<file path="config.mk">
export PLATFORM = sky130hd
export DESIGN_NAME = isr_exec
export DESIGN_NICKNAME = d
export VERILOG_FILES = /design/src/hdl/isr_exec.v
export VERILOG_INCLUDE_DIRS = /design/src /design/src/hdl
export SDC_FILE = /design/constraint.sdc
export NUM_CORES = 1
export LEC_CHECK = 0
export BUFFER_PORTS_ARGS = -buffer_cell sky130_fd_sc_hd__buf_2
export CORE_ASPECT_RATIO = 1.1
export CORE_MARGIN = 2
export CORE_UTILIZATION = 50
export CTS_BUF_LIST = sky130_fd_sc_hd__clkbuf_4 sky130_fd_sc_hd__clkbuf_8
export DETAILED_ROUTE_END_ITERATION = 7
export GPL_TIMING_DRIVEN = 1
export PLACE_DENSITY = 0.82
export RECOVER_POWER = 50
export REMOVE_ABC_BUFFERS = 1
export SETUP_SLACK_MARGIN = 0.1
export SYNTH_ARGS = -nofsm -noshare
export SYNTH_HDL_FRONTEND = slang
export SYNTH_SLANG_ARGS = --single-unit
</file>
<file path="constraint.sdc">
create_clock -name mclk -period 1.95 [get_ports mclk]
set_input_delay 0.39 -clock mclk [delete_from_list [all_inputs] [get_ports mclk]]
set_output_delay 0.39 -clock mclk [all_outputs]
set_load 0.02 [all_outputs]
</file>
<file path="src/hdl/isr_consts.vh">
// Constants for the four-instruction execute block.
// Assumes an opcode class field decoded upstream by the fetch stage.
`ifndef ISR_CONSTS_VH
`define ISR_CONSTS_VH
// Operation select codes
`define ISR_OP_NONE   3'h0
`define ISR_OP_INCSKP 3'h1
`define ISR_OP_ORREG  3'h2
`define ISR_OP_ORIMM  3'h3
`define ISR_OP_RDAUX  3'h4
// Field widths
`define ISR_DATA_W    8
`define ISR_RADDR_W   6
`define ISR_FADDR_W   4
// Reset values
`define ISR_WREG_RST  8'h00
`define ISR_ZERO_RST  1'b0
`define ISR_RADDR_RST 6'h00
`define ISR_FADDR_RST 4'h0
`define ISR_BYTE_RST  8'h00
`define ISR_VLD_RST   1'b0
`define ISR_DEST_RST  1'b0
`define ISR_WE_RST    1'b0
`define ISR_FLUSH_RST 1'b0
// Destination select: 0 accumulator, 1 register
`define ISR_DEST_REG  1'b1
`endif

</file>
<file path="src/hdl/isr_exec.v">
// Execute logic for increment-skip, register OR, immediate OR and aux page read.
// Assumes the register file and aux page answer reads combinationally in the same cycle.
// Assumes the fetch stage presents one decoded instruction per cycle at most, and that
// it honours flush_next_r by letting the slot taken while flush_next_r is high be dropped here.
`timescale 1ns/1ps
`include "isr_consts.vh"

// Notes on behaviour
// - Increment-skip adds one to the 6-bit addressed register and writes to accumulator (d=0) or register (d=1).
// - A zero increment result flushes the fetched next instruction, making it a two-cycle instruction.
// - Register OR writes accumulator OR register to accumulator or register by d, updates zero, one cycle.
// - Immediate OR writes accumulator OR 8-bit immediate to the accumulator, updates zero, one cycle.
// - Aux page read copies the 4-bit selected special register into the accumulator, one cycle.
module isr_exec #(
  // Data path width
  parameter DATA_W  = `ISR_DATA_W,
  // Register file address width
  parameter RADDR_W = `ISR_RADDR_W,
  // Aux page select width
  parameter FADDR_W = `ISR_FADDR_W
) (
  // Clock and reset
  input  wire               mclk,
  input  wire               reset,
  // Decoded instruction
  input  wire               instr_valid,
  input  wire [2:0]         instr_op,
  input  wire [RADDR_W-1:0] instr_raddr,
  input  wire [FADDR_W-1:0] instr_faddr,
  input  wire [DATA_W-1:0]  instr_imm,
  input  wire               instr_dest,
  // Register file read
  output reg  [RADDR_W-1:0] rf_raddr_r,
  input  wire [DATA_W-1:0]  rf_rdata,
  // Aux page read
  output reg  [FADDR_W-1:0] aux_raddr_r,
  input  wire [DATA_W-1:0]  aux_page_special_regs,
  // Register file write
  output reg                rf_we_r,
  output reg  [RADDR_W-1:0] rf_waddr_r,
  output reg  [DATA_W-1:0]  rf_wdata_r,
  // Core state
  output reg  [DATA_W-1:0]  working_register,
  output reg                zero_flag_r,
  output reg                flush_next_r
);

  // ==========================================================
  // Shared decoding
  // ==========================================================
  // One zero test serves both the skip decision and the zero flag,
  // so the two can never disagree about what counts as zero
  function is_null;
    input [DATA_W-1:0] value;
    begin
      is_null = (value == {DATA_W{1'b0}});
    end
  endfunction

  // Destination bit decode, shared by every op that may write back
  function dest_is_reg;
    input sel;
    begin
      dest_is_reg = (sel == `ISR_DEST_REG);
    end
  endfunction

  // ==========================================================
  // Read address capture
  // ==========================================================
  // Addresses are latched so the partner sees stable read addresses for the executing op
  // Operands of the slot under execution; a dropped slot keeps exec_r low,
  // so its stale operands are harmless
  reg              exec_r;
  reg [2:0]        op_r;
  reg [DATA_W-1:0] imm_r;
  reg              dest_r;

  always @(posedge mclk or posedge reset) begin
    if (reset) begin
      exec_r      <= `ISR_VLD_RST;
      op_r        <= `ISR_OP_NONE;
      imm_r       <= {DATA_W{1'b0}};
      dest_r      <= `ISR_DEST_RST;
      rf_raddr_r  <= {RADDR_W{1'b0}};
      aux_raddr_r <= {FADDR_W{1'b0}};
    end else begin
      // drop flushed slot
      // A flushed slot executes as a no-operation
      exec_r      <= instr_valid & ~flush_next_r;
      op_r        <= instr_op;
      imm_r       <= instr_imm;
      dest_r      <= instr_dest;
      rf_raddr_r  <= instr_raddr;
      aux_raddr_r <= instr_faddr;
    end
  end

  // ==========================================================
  // Result computation
  // ==========================================================
  // The result is computed in the cycle after the slot is taken, while the
  // register file answers the latched read address
  reg [DATA_W-1:0] result_nxt;
  reg              to_reg_nxt;
  reg              upd_acc_nxt;
  reg              upd_zero_nxt;
  reg              skip_nxt;

  always @* begin
    result_nxt   = {DATA_W{1'b0}};
    to_reg_nxt   = 1'b0;
    upd_acc_nxt  = 1'b0;
    upd_zero_nxt = 1'b0;
    skip_nxt     = 1'b0;
    if (exec_r) begin
      case (op_r)
        `ISR_OP_INCSKP: begin
          // increment and route
          // Wraps from all ones to zero, which is what triggers the skip
          result_nxt  = rf_rdata + {{(DATA_W-1){1'b0}}, 1'b1};
          to_reg_nxt  = dest_is_reg(dest_r);
          upd_acc_nxt = ~to_reg_nxt;
          skip_nxt    = is_null(result_nxt);
        end
        `ISR_OP_ORREG: begin
          result_nxt   = working_register | rf_rdata;
          to_reg_nxt   = dest_is_reg(dest_r);
          upd_acc_nxt  = ~to_reg_nxt;
          upd_zero_nxt = 1'b1;
        end
        `ISR_OP_ORIMM: begin
          result_nxt   = working_register | imm_r;
          upd_acc_nxt  = 1'b1;
          upd_zero_nxt = 1'b1;
        end
        `ISR_OP_RDAUX: begin
          result_nxt  = aux_page_special_regs;
          upd_acc_nxt = 1'b1;
        end
        default: begin
          result_nxt = {DATA_W{1'b0}};
        end
      endcase
    end
  end

  // ==========================================================
  // State update
  // ==========================================================
  always @(posedge mclk or posedge reset) begin
    if (reset) begin
      working_register <= {DATA_W{1'b0}};
      zero_flag_r      <= `ISR_ZERO_RST;
      flush_next_r     <= `ISR_FLUSH_RST;
      rf_we_r          <= `ISR_WE_RST;
      rf_waddr_r       <= {RADDR_W{1'b0}};
      rf_wdata_r       <= {DATA_W{1'b0}};
    end else begin
      flush_next_r <= skip_nxt;
      rf_we_r      <= to_reg_nxt;
      rf_waddr_r   <= rf_raddr_r;
      rf_wdata_r   <= result_nxt;
      if (upd_acc_nxt) begin
        working_register <= result_nxt;
      end
      if (upd_zero_nxt) begin
        zero_flag_r <= is_null(result_nxt);
      end
    end
  end

endmodule // isr_exec

</file>
==> run_results.csv, run 1 <==
group,metric,value,unit
setup_path,crit_slowest_cell,"dfrtp_2",
layout,instances_no_fill,304,
power_and_ir_drop,ir_drop,0.000526,V
clocking,htreeDepth,2,
timing,setup_viol,0,
setup_path,path_max_fanout,8,
layout,syn_to_final_growth,32.5,%
global_route,grt_pass1_vias,1607,
routing,ant_nets,0,
clocking,clk_path_buf_depth,2,
routing,routed_wl,4.48,mm
synth,syn_area_per_cell,12.1,um^2
setup_path,endpoint_kind,"flop",
power_and_ir_drop,p_leak,0.00130,uW
global_route,grt_start_max_net_pins,26,
floorplanning,initial_core_util,0.524,
synth,yosys.cell_types.count,47,
setup_path,worstSetupPathType,"reg2reg",
place,place_hpwl,3.42,mm
timing,rsz0062_at_grt,"false",
synth,ys_ff_latch,48,
synth,yosys.area.top_type_share,0.623,
setup_path,regToRegSetupSlack,150,ps
power_and_ir_drop,power_density,813,nW/um^2
global_route,grt_first_pass_wirelength,7.54,mm
synth,synth-main-ff-cell,"dfrtp_1",
floorplanning,fp.dieH,69.2,um
setup_path,reg2reg_from,"op_r[0]$_DFF_PP0_",
layout,nets,296,
setup_path,critPathMaxStageDelay,460,ps
setup_path,r2r_end,"working_register[6]$_DFFE_PP0P_",
routing,vias,1593,
routing,initialDrtViolationCount,124,
timing,fmax,556,MHz
setup_path,path_cells,"buf_4 -> and2_2 -> a211o_1 -> a222oi_1 -> buf_4 -> o21ai_0",
place,gp_congestion,0.945,
timing,drv_slew,0,
run_status,outcome,"complete, no violations",
global_route,grt_overflow_total,0,
timing,period_share,0.923,
clocking,cts-buffers-inserted,5,
min_path,holdCritPathClass,"in2reg",
timing,worst_pin_slew,851,ps
clocking,cts_tree,"yes",
timing,relSlewSlack,0.432,
clocking,clkTransAtPathRegs,80,ps
min_path,worstHoldPathCells,1,
place,numPortBuffers,75,
routing,routedWlPerCell,14.7,um
place,dp.cells,295,
job,maxCapViolCount,0,
setup_path,arrival,1960,ps
global_route,grt_use_total,0.226,
setup_path,path_common_cell,"buf_4",
layout,diodes,0,
synth,synth_area,1930,um^2
clocking,cts_hold_buf,0,
synth,synthTopCellsByArea,"dfrtp_1 62%, nand2_1 2.5%, xor2_1 2.3%",
synth,yosys_warnings,0,
timing,tns,0,ps
setup_path,ff2ff_path_depth,6,
floorplanning,top_level_ports,76,
clocking,cts-root-buf,"clkbuf_8",
synth,seq_area_frac_synth,0.623,
setup_path,cp.required,2110,ps
synth,synth_top_area_cell,"dfrtp_1",
min_path,min_to,"aux_raddr_r[0]$_DFF_PP0_",
timing,finClkSkew,4.62,ps
routing,firstDrtPassIters,4,
synth,synth_edf_count,0,
timing,hold_viol,0,
routing,drc,0,
floorplanning,die-area,4370,um^2
floorplanning,coreArea,3680,um^2
routing,avgViaCountPerCell,5.24,
floorplanning,die_width,63.2,um
timing,period_needed,1800,ps
floorplanning,rows,23,
layout,fillers,310,
min_path,hp-start,"instr_faddr[0]",
synth,syn_inst,159,
synth,synth-async-reset-ratio,1.00,
clocking,clk_latency,290,ps
clocking,clock-sinks,48,
layout,drive_gt1_frac,0.445,
setup_path,crit_path_start_kind,"flop",
global_route,antenna_found_initial,0,
==> cell usage in the layout (no fill, tap or decap), types with 2 or more instances in the layout <==
cell / n
mux2_2: 2
a31oi_1: 3
dfrtp_1: 47
buf_2: 75
a221oi_1: 2
nor2b_1: 2
buf_4: 17
and2_2: 2
and2b_1: 2
nand4_1: 3
nand2b_1: 2
a21oi_1: 4
clkbuf_8: 5
o21ai_0: 8
xnor2_1: 3
a21o_1: 3
a211oi_1: 3
inv_1: 3
nor4_1: 2
and2_1: 2
o21ai_4: 2
nor2_1: 9
o22a_1: 2
nand3_1: 3
xor2_1: 5
nand2_1: 13
nor3_1: 3
o21ai_1: 3
==> synthesized netlist by cell type (2+ instances only) <==
master / number
inv_1: 3
a221oi_1: 2
o21ai_1: 3
nand4_1: 3
a21o_1: 3
buf_6: 2
nor3_1: 3
and2b_1: 2
nor4_1: 2
nand2b_1: 2
a31oi_1: 3
a211oi_1: 3
nor2b_1: 2
mux2_2: 2
o22a_1: 2
nand2_1: 13
and2_2: 2
o21ai_0: 8
xnor2_1: 3
nor2_1: 9
nand3_1: 3
and2_1: 2
buf_2: 3
xor2_1: 5
a21oi_1: 5
dfrtp_1: 48
==> worst max-delay path by stage <==
stage | from | end | slack [ps] | cells past startpoint
2_1_floorplan | op_r[0]$_DFF_PP0_ | zero_flag_r$_DFFE_PP0P_ | 190 | 5
3_3_place_gp | rf_rdata[0] | zero_flag_r$_DFFE_PP0P_ | 70 | 7
3_5_place_dp | rf_rdata[0] | zero_flag_r$_DFFE_PP0P_ | 50 | 7
4_1_cts | op_r[0]$_DFF_PP0_ | zero_flag_r$_DFFE_PP0P_ | 120 | 6
5_1_grt | op_r[0]$_DFF_PP0_ | working_register[6]$_DFFE_PP0P_ | 80 | 6
6_report | op_r[0]$_DFF_PP0_ | working_register[6]$_DFFE_PP0P_ | 150 | 6
==> per-layer routing <==
layer,GRT usage,wire (um)
met1,0.273,1790
met2,0.392,2190
met3,0.0571,400
met4,0.0749,91
met5,0,0
==> area by class of cell <==
type                    count  area (um^2)  area share
repair buffers             93          508       0.199
well taps                  50         62.6      0.0245
clock inverters             2         12.5     0.00489
inverters                   4         17.5     0.00685
clock buffers               5         68.8      0.0269
flip-flops and latches     48         1200       0.470
multi-input cells         102          684       0.268
==> logic make-up after synthesis <==
group / count (synthesis) / share of synthesized area
adder cells (fa/ha/maj): 2 / 0.0117
flip-flops: 48 / 0.623
buffers and inverters: 9 / 0.0285
AND/OR/NAND/NOR: 49 / 0.139
multiplexers: 3 / 0.0169
XOR/XNOR: 8 / 0.0363
AO/OA/AOI/OAI: 40 / 0.145
==> critical path, delay by kind of cell, from the launching register on <==
family / cells / cell delay (ps)
buffers and inverters: 2 / 350
AND/OR/NAND/NOR: 1 / 160
AO/OA/AOI/OAI: 3 / 700
flip-flops: 1 / 460
==> state kept, by name (all words and copies together), names as in the netlist <==
signal,count
imm_r,8
rf_we_r,1
rf_wdata_r,8
dest_r,1
exec_r,1
aux_raddr_r,4
rf_waddr_r,6
working_register,8
zero_flag_r,1
op_r,3
rf_raddr_r,6
flush_next_r,1
==> power breakdown <==
part,switching (uW),internal (uW),total (uW),leakage [uW]
logic,242,174,416,0.000669
clock network,302,243,545,0.0000400
registers,46.6,1070,1120,0.000589
total,591,1490,2080,0.00130
==> what timing repair did <==
item | 4_1_cts | 5_1_grt
resized for setup | 1 | 2
pin swaps | 1 | 2
buffers inserted | 0 | 2
endpoints found under the setup margin | 3 | 9
hold endpoints to repair | 0 | 0
==> per-stage QoR <==
stage | hold slack [ps] | power (uW) | area (um^2) | utilization | setup WS, ps
after floorplan | 421 | 1360 | 1890 | - | 193
after global placement | 358 | 1540 | 2460 | 0.668 | 74.2
after detailed placement | 362 | 1550 | 2460 | 0.668 | 46.7
after CTS | 136 | 2100 | 2550 | 0.693 | 119
after global routing | 174 | 2200 | 2560 | 0.694 | 81.7
final | 198 | 2080 | 2560 | 0.694 | 151
Note: power is estimated with default switching activity, not from simulation.
==> inputs of run 2 (changes only) <==
SETUP_SLACK_MARGIN = 0.3   (was 0.1)
clock period = 2.3 ns   (was 1.95 ns; I/O delays follow)
==> run 2 against run 1 <==
- register-to-register slack better by 320 ps
- hold slack better by 60 ps
- critical path type unchanged
- core utilization is 2.5 points lower
- largest power group unchanged
- sequential share of layout area is 1.9 points higher
- wire length is 7.5% lower
- highest routed layer unchanged
- clock power is 8.3% lower
- combinational power is 23% lower
- power is 15% lower
- final cell count is 4.9% lower
- first-iteration DRC count is 34% higher
- critical endpoint is now zero_flag_r$_DFFE_PP0P_
==> run_results.csv, run 2 (synthesized netlist as in run 1, its figures left out) <==
group,metric,value,unit
run_status,outcome,"complete, no violations",
power_and_ir_drop,p_leak,0.00124,uW
global_route,grt_overflow_total,0,
job,maxCapViolCount,0,
power_and_ir_drop,ir_drop,0.000502,V
timing,hold_viol,0,
routing,initialDrtViolationCount,166,
layout,syn_to_final_growth,27.8,%
global_route,grt_use_total,0.203,
timing,period_needed,1830,ps
clocking,clk_path_buf_depth,2,
clocking,clkTransAtPathRegs,90,ps
setup_path,cp.required,2540,ps
min_path,holdCritPathClass,"in2reg",
layout,multi_input_area,683,um^2
power_and_ir_drop,clockPowerShare,0.282,
timing,fmax,546,MHz
global_route,grt_start_max_net_pins,26,
routing,routed_wl,4.14,mm
layout,drive_gt1_frac,0.418,
routing,firstDrtPassIters,4,
routing,drc,0,
power_and_ir_drop,power_switching_share,0.280,
power_and_ir_drop,power_density,719,nW/um^2
layout,nets,280,
power_and_ir_drop,p_sw,496,uW
routing,avgViaCountPerCell,5.31,
timing,period_share,0.797,
clocking,cts-buffers-inserted,5,
clocking,htreeDepth,2,
clocking,cts_tree,"yes",
clocking,clk_latency,300,ps
timing,worst_pin_slew,923,ps
place,gp_congestion,0.952,
clocking,cts-root-buf,"clkbuf_8",
power_and_ir_drop,p_comb_frac,0.181,
setup_path,worstSetupPathType,"reg2reg",
setup_path,path_cells,"and2_2 -> a211o_1 -> a222oi_1 -> a21o_1 -> a31o_1",
timing,tns,0,ps
power_and_ir_drop,total_power,1770,uW
setup_path,path_max_fanout,15,
min_path,hp-start,"instr_imm[7]",
layout,final_common_cell,"buf_2",
floorplanning,initial_core_util,0.524,
timing,setup_viol,0,
layout,diodes,0,
place,numPortBuffers,75,
global_route,grt_first_pass_wirelength,6.70,mm
floorplanning,fp.dieH,69.2,um
setup_path,crit_path_start,"op_r[0]$_DFF_PP0_",
setup_path,critPathMaxStageDelay,580,ps
timing,drv_slew,0,
routing,ant_nets,0,
routing,routedWlPerCell,14.3,um
setup_path,reg2reg_from,"op_r[0]$_DFF_PP0_",
clocking,cts_hold_buf,0,
place,place_hpwl,3.18,mm
floorplanning,die-area,4370,um^2
floorplanning,coreArea,3680,um^2
timing,relSlewSlack,0.384,
floorplanning,rows,23,
layout,register_area,1210,um^2
setup_path,crit_slowest_cell,"dfrtp_4",
global_route,grt_pass1_vias,1516,
layout,fillers,330,
floorplanning,die_width,63.2,um
power_and_ir_drop,p_int,1280,uW
clocking,clock-sinks,48,
layout,final_cell_mix,"75 x buf_2, 46 x dfrtp_1, 13 x nand2_1",
setup_path,endpoint_kind,"flop",
routing,vias,1535,
setup_path,arrival,2070,ps
power_and_ir_drop,seq_power_share,0.537,
timing,finClkSkew,11.3,ps
global_route,antenna_found_initial,0,
timing,rsz0062_at_grt,"false",
layout,reg.largest.list,"imm_r x8, rf_wdata_r x8, working_register x8",
setup_path,crit_path_start_kind,"flop",
floorplanning,top_level_ports,76,
## run 2: changes by cell type in the layout (fill, tap and decap cells not counted), sizes merged
cell,before,now
clkinvlp,1,0
clkinv,1,2
buf,92,77
## run 2: metrics by stage
step | instances | utilization | hold WS (ps) | area, um^2 | worst slack, ps
floorplan | 154 | - | 491 | 1890 | 543
global placement | 281 | 0.640 | 355 | 2360 | 285
detailed placement | 281 | 0.640 | 362 | 2360 | 280
CTS | 289 | 0.665 | 183 | 2450 | 361
global route | 289 | 0.669 | 237 | 2460 | 325
finish | 289 | 0.669 | 258 | 2460 | 468
## run 2: cell type report
cell class,count,share of cell area
clock buffer,6,0.0335
tap,50,0.0254
sequential,48,0.489
multi-input combinational,102,0.277
inverter,4,0.00711
clock inverter,2,0.00406
timing repair buffer,77,0.163
## run 2: worst max-delay path, delay by kind of cell (launching register included)
kind / cells / cell delay, ps
AO/OA/AOI/OAI: 4 / 990
AND/OR/NAND/NOR: 1 / 210
flip-flops: 1 / 580
## run 2: layer usage
layer,global-route usage,vias to the layer above,part of all wire
li1,-,721,-
met1,0.248,717,0.41
met2,0.320,87,0.47
met3,0.0669,10,0.099
met4,0.104,0,0.019
met5,0,-,0
## run 2: power by group through the flow
| stage | clock [uW] | combinational, uW | sequential (uW) |
|---|---|---|---|
| global placement | 0 | 317 | 967 |
| CTS | 522 | 322 | 953 |
| global route | 561 | 350 | 962 |
| floorplan | 0 | 123 | 1030 |
| finish | 500 | 320 | 952 |
| detailed placement | 0 | 321 | 969 |
## run 2: timing repair
| action | CTS | global route |
|---|---|---|
| pin swaps | 0 | 0 |
| resized for setup | 1 | 4 |
| setup buffers | 0 | 0 |
| endpoints found under the setup margin | 1 | 1 |
## run 2: worst paths after layout
path                                           end  slack (ps)  cells past startpoint
min                             imm_r[7]$_DFF_PP0_         260                      1
min reg2reg                rf_waddr_r[1]$_DFF_PP0_         380                      0
max                        zero_flag_r$_DFFE_PP0P_         470                      5
max in group asynchronous        op_r[0]$_DFF_PP0_        1270                      2
min in group asynchronous        rf_we_r$_DFF_PP0_         350                      2
max reg2reg                zero_flag_r$_DFFE_PP0P_         470                      5
